$ cat src/sdies_regs.svh
// Register offsets, field positions, reset values and codes for the SDI error status block
`ifndef SDIES_REGS_SVH
`define SDIES_REGS_SVH

`define SDIES_ADDR_ERROR_FLAGS 12'h001
`define SDIES_ADDR_VIDEO_STD 12'h00d
`define SDIES_ADDR_ERROR_MASK 12'h01a

`define SDIES_BIT_STD_MISMATCH 10
`define SDIES_BIT_FULL_FIELD_CRC 9
`define SDIES_BIT_ACTIVE_PIC_CRC 8
`define SDIES_BIT_LOCK 7
`define SDIES_BIT_CHROMA_CKSUM 6
`define SDIES_BIT_LUMA_CKSUM 5
`define SDIES_BIT_CHROMA_LCRC 4
`define SDIES_BIT_LUMA_LCRC 3
`define SDIES_BIT_LINE_NUM 2
`define SDIES_BIT_SAV 1
`define SDIES_BIT_EAV 0

`define SDIES_FLAGS_RESET 11'h000
`define SDIES_MASK_RESET 11'h000
`define SDIES_FMT_UNKNOWN 4'hf
`define SDIES_FMT_SDI 4'h6
`define SDIES_FMT_DVB_ASI 4'h7

`endif

$ cat src/sdies_pkg.sv
// Types shared by the SDI error status block
`default_nettype none
package sdies_pkg;
    typedef struct packed {
        logic standard_mismatch;
        logic full_field_crc;
        logic active_picture_crc;
        logic chroma_checksum;
        logic luma_checksum;
        logic chroma_line_crc;
        logic luma_line_crc;
        logic line_number;
        logic start_active_video;
        logic end_active_video;
    } sdies_events_t;

    typedef struct packed {
        logic rate_select;
        logic smpte_mode;
        logic data_through;
        logic slave_mode;
        logic flywheel_enable;
    } sdies_mode_t;

    typedef struct packed {
        logic [3:0] chroma_format_code;
        logic [3:0] luma_format_code;
    } sdies_format_t;
endpackage
`default_nettype wire

$ cat src/sdies_status.sv
// Error status, error mask and data format reporting of the SDI receiver
`include "sdies_regs.svh"
`default_nettype none
module sdies_status
(
    // Clock and reset
    input wire logic i_sys_clk,
    input wire logic i_reset,
    // Host register port
    input wire logic [11:0] i_host_addr,
    input wire logic i_host_rd,
    input wire logic i_host_wr,
    input wire logic [15:0] i_host_wdata,
    output logic [15:0] o_host_rdata,
    output logic o_host_rvalid,
    // Detector events and modes
    input wire sdies_pkg::sdies_events_t i_events,
    input wire sdies_pkg::sdies_mode_t i_mode,
    input wire sdies_pkg::sdies_format_t i_format,
    input wire logic i_field_start,
    input wire logic i_std_change,
    // Pins from outside the clock domain
    input wire logic i_locked,
    input wire logic i_processing_bypass_n,
    // Status outputs
    output sdies_pkg::sdies_format_t o_format,
    output logic o_data_error_n
);

    logic [2:0] lock_sync_ff, nxt_lock_sync;
    logic [2:0] byp_sync_ff, nxt_byp_sync;
    logic lock_ff, nxt_lock;
    logic byp_ff, nxt_byp;
    logic [10:0] flags_ff, nxt_flags;
    logic [10:0] mask_ff, nxt_mask;
    sdies_pkg::sdies_format_t fmt_ff, nxt_fmt;
    logic [15:0] rdata_ff, nxt_rdata;
    logic rvalid_ff, nxt_rvalid;
    logic err_n_ff, nxt_err_n;
    logic [10:0] set_v;
    logic [10:0] clr_v;
    logic rd_flags;
    logic smpte_active;
    logic hd;

    // Pin synchronisers and debounced levels
    always_comb
    begin
        nxt_lock_sync = {lock_sync_ff[1:0], i_locked};
        nxt_byp_sync = {byp_sync_ff[1:0], i_processing_bypass_n};
        nxt_lock = (lock_sync_ff[2] == lock_sync_ff[1]) ? lock_sync_ff[1] : lock_ff;
        nxt_byp = (byp_sync_ff[2] == byp_sync_ff[1]) ? byp_sync_ff[1] : byp_ff;
    end

    // Error event qualification and flag update
    always_comb
    begin
        hd = ~i_mode.rate_select;
        smpte_active = i_mode.smpte_mode & ~i_mode.data_through;
        rd_flags = i_host_rd && (i_host_addr == `SDIES_ADDR_ERROR_FLAGS);
        set_v = '0;
        set_v[`SDIES_BIT_STD_MISMATCH] = i_events.standard_mismatch;
        set_v[`SDIES_BIT_FULL_FIELD_CRC] = i_events.full_field_crc & ~hd;
        set_v[`SDIES_BIT_ACTIVE_PIC_CRC] = i_events.active_picture_crc & ~hd;
        set_v[`SDIES_BIT_CHROMA_CKSUM] = i_events.chroma_checksum;
        set_v[`SDIES_BIT_LUMA_CKSUM] = i_events.luma_checksum;
        set_v[`SDIES_BIT_CHROMA_LCRC] = i_events.chroma_line_crc & hd;
        set_v[`SDIES_BIT_LUMA_LCRC] = i_events.luma_line_crc & hd;
        set_v[`SDIES_BIT_LINE_NUM] = i_events.line_number & hd;
        set_v[`SDIES_BIT_SAV] = i_events.start_active_video & i_mode.flywheel_enable;
        set_v[`SDIES_BIT_EAV] = i_events.end_active_video & i_mode.flywheel_enable;
        if (!smpte_active)
        begin
            set_v = '0;
        end
        set_v[`SDIES_BIT_LOCK] = ~lock_ff;
        set_v = set_v & ~mask_ff;
        clr_v = '0;
        // field start or read clears all
        if (i_field_start || rd_flags)
        begin
            clr_v = '1;
        end
        if (i_std_change || !lock_ff || (i_mode.slave_mode && !byp_ff))
        begin
            clr_v = clr_v | ~(11'h001 << `SDIES_BIT_LOCK);
        end
        nxt_flags = (flags_ff & ~clr_v) | set_v;
        nxt_err_n = ~|(nxt_flags & ~nxt_mask);
    end

    // Mask register and host read path
    always_comb
    begin
        nxt_mask = mask_ff;
        if (i_host_wr && (i_host_addr == `SDIES_ADDR_ERROR_MASK))
        begin
            nxt_mask = i_host_wdata[10:0];
        end
        nxt_rvalid = i_host_rd;
        nxt_rdata = rdata_ff;
        if (i_host_rd)
        begin
            if (i_host_addr == `SDIES_ADDR_ERROR_FLAGS)
            begin
                nxt_rdata = {5'h00, flags_ff};
            end
            else if (i_host_addr == `SDIES_ADDR_ERROR_MASK)
            begin
                nxt_rdata = {5'h00, mask_ff};
            end
            else if (i_host_addr == `SDIES_ADDR_VIDEO_STD)
            begin
                nxt_rdata = {8'h00, fmt_ff};
            end
            else
            begin
                nxt_rdata = 16'h0000;
            end
        end
    end

    // Data format fields
    always_comb
    begin
        nxt_fmt = i_format;
        if (i_mode.rate_select || !i_mode.smpte_mode)
        begin
            nxt_fmt.chroma_format_code = `SDIES_FMT_UNKNOWN;
        end
        // unknown on lock loss or data-through
        if (!lock_ff || i_mode.data_through)
        begin
            nxt_fmt.luma_format_code = `SDIES_FMT_UNKNOWN;
            nxt_fmt.chroma_format_code = `SDIES_FMT_UNKNOWN;
        end
    end

    always_ff @(posedge i_sys_clk)
    begin
        if (i_reset)
        begin
            lock_sync_ff <= 3'h0;
            byp_sync_ff <= 3'h7;
            lock_ff <= 1'b0;
            byp_ff <= 1'b1;
            flags_ff <= `SDIES_FLAGS_RESET;
            mask_ff <= `SDIES_MASK_RESET;
            fmt_ff <= {`SDIES_FMT_UNKNOWN, `SDIES_FMT_UNKNOWN};
            rdata_ff <= 16'h0000;
            rvalid_ff <= 1'b0;
            err_n_ff <= 1'b1;
        end
        else
        begin
            lock_sync_ff <= nxt_lock_sync;
            byp_sync_ff <= nxt_byp_sync;
            lock_ff <= nxt_lock;
            byp_ff <= nxt_byp;
            flags_ff <= nxt_flags;
            mask_ff <= nxt_mask;
            fmt_ff <= nxt_fmt;
            rdata_ff <= nxt_rdata;
            rvalid_ff <= nxt_rvalid;
            err_n_ff <= nxt_err_n;
        end
    end

    assign o_host_rdata = rdata_ff;
    assign o_host_rvalid = rvalid_ff;
    assign o_format = fmt_ff;
    assign o_data_error_n = err_n_ff;

    a_lock_flag_set: assert property (@(posedge i_sys_clk) disable iff (i_reset)
        (!lock_ff && !mask_ff[`SDIES_BIT_LOCK]) |=> flags_ff[`SDIES_BIT_LOCK])
        else $error("lock flag not set");
    a_pin_or_flags: assert property (@(posedge i_sys_clk) disable iff (i_reset)
        ##1 (err_n_ff == ~|(flags_ff & ~mask_ff)))
        else $error("error pin mismatch");
    a_read_clears: assert property (@(posedge i_sys_clk) disable iff (i_reset)
        (rd_flags && set_v == 11'h000) |=> (flags_ff == 11'h000))
        else $error("read did not clear");
    a_set_wins: assert property (@(posedge i_sys_clk) disable iff (i_reset)
        (i_field_start || rd_flags) |=> ((flags_ff & $past(set_v)) == $past(set_v)))
        else $error("event lost on clear");
    // lock loss keeps only lock bit
    a_lockloss_clear: assert property (@(posedge i_sys_clk) disable iff (i_reset)
        (!lock_ff) |=> ((flags_ff & ~(11'h001 << `SDIES_BIT_LOCK)) == 11'h000))
        else $error("lock loss clear failed");
    a_nonsmpte_quiet: assert property (@(posedge i_sys_clk) disable iff (i_reset)
        (!smpte_active && $past(!smpte_active) && !i_std_change && $past(rd_flags))
        |-> ((flags_ff & ~(11'h001 << `SDIES_BIT_LOCK)) == 11'h000))
        else $error("non-SMPTE flag set");
    // masked line number bit stays clear after a flags read
    a_mask_blocks: assert property (@(posedge i_sys_clk) disable iff (i_reset)
        (mask_ff[`SDIES_BIT_LINE_NUM] && $past(rd_flags)) |-> !flags_ff[`SDIES_BIT_LINE_NUM])
        else $error("masked flag set");
    a_fmt_unknown: assert property (@(posedge i_sys_clk) disable iff (i_reset)
        (!lock_ff) |=> (fmt_ff == {`SDIES_FMT_UNKNOWN, `SDIES_FMT_UNKNOWN}))
        else $error("format not unknown");
    a_mask_write: assert property (@(posedge i_sys_clk) disable iff (i_reset)
        (i_host_wr && i_host_addr == `SDIES_ADDR_ERROR_MASK)
        |=> (mask_ff == $past(i_host_wdata[10:0])))
        else $error("mask write lost");
    a_event_sets: assert property (@(posedge i_sys_clk) disable iff (i_reset)
        (smpte_active && i_events.luma_checksum && !mask_ff[`SDIES_BIT_LUMA_CKSUM])
        |=> flags_ff[`SDIES_BIT_LUMA_CKSUM])
        else $error("checksum flag not set");
    a_std_mismatch: assert property (@(posedge i_sys_clk) disable iff (i_reset)
        (smpte_active && i_events.standard_mismatch && !mask_ff[`SDIES_BIT_STD_MISMATCH])
        |=> flags_ff[`SDIES_BIT_STD_MISMATCH])
        else $error("standard flag not set");
    a_field_clears: assert property (@(posedge i_sys_clk) disable iff (i_reset)
        (i_field_start && set_v == 11'h000)
        |=> (flags_ff == 11'h000))
        else $error("field start did not clear");
    // standard change keeps only lock bit
    a_stdchg_clear: assert property (@(posedge i_sys_clk) disable iff (i_reset)
        (i_std_change && (set_v & ~(11'h001 << `SDIES_BIT_LOCK)) == 11'h000)
        |=> ((flags_ff & ~(11'h001 << `SDIES_BIT_LOCK)) == 11'h000))
        else $error("standard change clear failed");
    a_mask_hold: assert property (@(posedge i_sys_clk) disable iff (i_reset)
        (!(i_host_wr && (i_host_addr == `SDIES_ADDR_ERROR_MASK)))
        |=> $stable(mask_ff))
        else $error("mask changed without write");
    a_fmt_hd_pass: assert property (@(posedge i_sys_clk) disable iff (i_reset)
        (lock_ff && !i_mode.data_through && i_mode.smpte_mode && !i_mode.rate_select)
        |=> (fmt_ff == $past(i_format)))
        else $error("HD format not passed");
    a_fmt_sd_chroma: assert property (@(posedge i_sys_clk) disable iff (i_reset)
        (lock_ff && !i_mode.data_through && (i_mode.rate_select || !i_mode.smpte_mode))
        |=> (fmt_ff == {`SDIES_FMT_UNKNOWN, $past(i_format.luma_format_code)}))
        else $error("SD format fields wrong");
    a_fmt_through: assert property (@(posedge i_sys_clk) disable iff (i_reset)
        (i_mode.data_through)
        |=> (fmt_ff == {`SDIES_FMT_UNKNOWN, `SDIES_FMT_UNKNOWN}))
        else $error("data-through format not unknown");
    a_edh_sd_only: assert property (@(posedge i_sys_clk) disable iff (i_reset)
        (rd_flags && hd)
        |=> (!flags_ff[`SDIES_BIT_FULL_FIELD_CRC] && !flags_ff[`SDIES_BIT_ACTIVE_PIC_CRC]))
        else $error("EDH flag set in HD");
    a_hd_only_bits: assert property (@(posedge i_sys_clk) disable iff (i_reset)
        (rd_flags && !hd)
        |=> (flags_ff[`SDIES_BIT_CHROMA_LCRC:`SDIES_BIT_LINE_NUM] == 3'h0))
        else $error("HD-only flag set in SD");
    a_trs_flywheel: assert property (@(posedge i_sys_clk) disable iff (i_reset)
        (rd_flags && !i_mode.flywheel_enable)
        |=> (flags_ff[`SDIES_BIT_SAV:`SDIES_BIT_EAV] == 2'h0))
        else $error("TRS flag set without flywheel");
    // Read valid follows read strobe
    a_read_valid: assert property (@(posedge i_sys_clk) disable iff (i_reset)
        ##1 (rvalid_ff == $past(i_host_rd)))
        else $error("read valid mismatch");

endmodule
`default_nettype wire

$ cat config.mk
export PLATFORM = sky130hd
export DESIGN_NAME = sdies_status
export DESIGN_NICKNAME = d
export VERILOG_FILES = /design/src/sdies_pkg.sv /design/src/sdies_status.sv
export VERILOG_INCLUDE_DIRS = /design/src /design/src/src
export SDC_FILE = /design/constraint.sdc
export NUM_CORES = 1
export LEC_CHECK = 0
export ABC_CLOCK_PERIOD_IN_PS = 5950
export BUFFER_PORTS_ARGS = -buffer_cell sky130_fd_sc_hd__buf_2
export CORE_UTILIZATION = 45
export DETAILED_ROUTE_END_ITERATION = 10
export GPL_TIMING_DRIVEN = 0
export PLACE_DENSITY = 0.74
export SETUP_SLACK_MARGIN = 0.5
export SYNTH_ARGS = -nofsm -noshare
export SYNTH_HDL_FRONTEND = slang
export SYNTH_SLANG_ARGS = --single-unit
$ cat constraint.sdc
create_clock -name i_sys_clk -period 5.95 [get_ports i_sys_clk]
set_input_delay 1.4875 -clock i_sys_clk [delete_from_list [all_inputs] [get_ports i_sys_clk]]
set_output_delay 1.4875 -clock i_sys_clk [all_outputs]
set_load 0.005 [all_outputs]
==> run summary <==
grt ovf -> 0
top cell types by occurrence after synthesis -> dfxtp_1 (51), nor2_1 (21), nor2b_1 (19)
crit start category -> primary input
Worst path max stage delay -> 0.43 ns
GRT Util Overall -> 23.1%
ys async rst share -> 0%
post-synth top area share -> 46.3%
most common cell in the synthesized netlist -> dfxtp_1
reg2reg setup slack -> 3.89 ns
Syn Inst Count -> 235
initial antenna violation count -> 0
Core Util, Final -> 59.4%
worst min-delay path category -> flop to flop
Via Count -> 2026
share of layout cells above drive strength 1 -> 33.1%
Die Wd -> 72.0 um
CORE AREA -> 4720 um^2
Std-Cell Rows -> 25
hold_buf cts -> 0
Fillers -> 424
crit path capture type -> flop
DRT Pass-1 Iters -> 7
setup TNS -> 0 ns
end of the worst register-to-register path -> o_data_error_n$_SDFF_PP1_
Rel. slew slack -> 59.2%
Max Cap Viol -> 0
peak supply drop -> 0.154 mV
hold worst-path end -> byp_sync_ff[1]$_SDFF_PP1_
Max Freq -> 316 MHz
clk_skew -> 0.0160 ns
Routability Congestion -> 0.815
critical path class -> primary input to flop
CTS root buf -> clkbuf_8
PortBufs -> 73
synth top area cells -> dfxtp_1 (46%), nor2b_1 (5.4%), mux2i_1 (4.1%)
Remaining DRCs -> 0
sequential element share of the synthesized area -> 46.3%
wire per inst -> 14.9 um
Hold Crit Start -> byp_sync_ff[0]$_SDFF_PP1_
EDFF count, synth -> 0
n_diodes -> 0
Initial DRC Count -> 153
synth warn -> 0
P per Cell Area -> 241 nW/um^2
#FFs+latches synth -> 51
Final Cycle Share -> 53.1%
Clock Latency Late Sink -> 0.31 ns
Hold Worst Slack -> 0.422 ns
library cell with the largest summed area after synthesis -> dfxtp_1
synthesized area -> 2210 um^2
# setup viols final -> 0
DP Cell Count -> 379
Max Transition Viols Final -> 0
first-pass GRT wire length -> 9100 um
Via-to-Cell Ratio -> 5.24
CTS sink cnt -> 51
status -> complete, no violations
Leakage -> 1.14 nW
Ports -> 85
Reg-to-Reg Start -> lock_ff$_SDFFE_PP0N_
delay-heaviest family, CP -> simple AND/OR/NAND/NOR gates
CP max FO -> 7
antenna viol nets, final -> 0
Power, Total -> 676 uW
vias in the first global route -> 1924
hpwl dp -> 4180 um
Final Hold Viols -> 0
number of buffers created by CTS -> 5
largest net degree at the start of global routing -> 16
Avg Cell Area, Syn -> 9.39 um^2
area grow syn2layout -> 27.0%
cts repair resizes -> 0
number of H-tree levels -> 2
R2R depth -> 6
non-filler cells, final -> 387
die footprint -> 5190 um^2
Hold Crit Depth -> 1
Worst-Margin Slew -> 0.611 ns
CTS max path bufs -> 2
CP max stage cell -> nor4_4
CTS tree -> done
WP buf/inv -> 1
Tmin final -> 3.16 ns
RSZ-0062 raised after global routing -> no
CP arrival -> 3.35 ns
Main synth FF type -> dfxtp_1
CP Cell Sequence -> buf_2 > nor4_4 > and4_4 > mux2i_1 > or2b_2 > and4_1 > a41o_1
Die Ht -> 72.0 um
nets@finish -> 378
setup repair bufs after CTS -> 0
Starting Density -> 46.7%
worst endpoint required time -> 6.14 ns
Distinct cells, synth -> 45
Clock Pin Slew Worst Setup and Hold Paths -> 0.10 ns
routed wire length -> 5750 um
## cell type report
type	instances	area (um^2)	share of cell area, %
multi-input combinational	166	1080	38.5
clock buffer	6	72.6	2.59
inverter	5	18.8	0.669
buffer	17	103	3.66
tap	67	83.8	2.99
timing repair buffer	73	365	13.0
sequential	51	1020	36.4
clock inverter	2	60.1	2.14
## power breakdown
group	switching [mW]	internal [mW]
registers	0.00170	0.345
logic	0.0247	0.0240
clock network	0.113	0.168
total	0.139	0.537
## placed cells by master, fill, tap and decap left out, types with 7 or more instances in the layout
cell type	synthesis	routed
buf_2	3	76
dfxtp_1	51	51
nor2_1	21	21
nor2b_1	19	19
a21oi_1	16	16
nand2b_1	11	11
nand2_1	11	11
clkbuf_1	8	9
mux2i_1	9	9
a22oi_1	9	9
o22ai_1	8	8
or2_2	7	7
## metal layers
| layer | global-route usage, % | part of all wire (%) |
|---|---|---|
| met1 | 30.8 | 43 |
| met2 | 37.7 | 47 |
| met3 | 4.03 | 8.8 |
| met4 | 8.28 | 1.3 |
| met5 | 0 | 0 |
## worst reg2reg max path: cells and delay by family, from the launching register on
kind,cells,cell delay [ns]
and+or+nand+nor,3,0.72
DFF,1,0.48
AOI/OAI and AO/OA,2,0.39
buffers and inverters,1,0.36
## state kept, by name, indices dropped and copies added, names as in the netlist
signal          cells
lock_sync_ff        3
o_host_rdata       11
mask_ff            11
byp_ff              1
flags_ff           11
byp_sync_ff         3
lock_ff             1
o_data_error_n      1
o_host_rvalid       1
o_format            8
## per-stage QoR
step,setup WS [ns],instance area (um^2)
final,2.79,2800
after global routing,2.78,2800
after CTS,2.79,2800
after detailed placement,2.47,2670
after global placement,2.51,2670
after floorplan,2.81,2220
## cell families after synthesis
family / share of synthesized area, %
flip-flops: 46.3
buffers and inverters: 5.50
AND/OR/NAND/NOR: 27.9
AO/OA/AOI/OAI: 16.1
other: 0.170
multiplexers: 4.08
## worst max path at each step
stage | start | endpoint | depth (start not counted) | slack, ns
2_1_floorplan | i_host_addr[7] | o_data_error_n$_SDFF_PP1_ | 6 | 2.81
3_3_place_gp | i_host_addr[7] | o_data_error_n$_SDFF_PP1_ | 7 | 2.51
3_5_place_dp | i_host_addr[7] | o_data_error_n$_SDFF_PP1_ | 7 | 2.47
4_1_cts | i_host_addr[7] | o_data_error_n$_SDFF_PP1_ | 7 | 2.79
5_1_grt | i_host_addr[7] | o_data_error_n$_SDFF_PP1_ | 7 | 2.78
6_report | i_host_addr[7] | o_data_error_n$_SDFF_PP1_ | 7 | 2.79
Note: power is estimated with default switching activity, not from simulation.
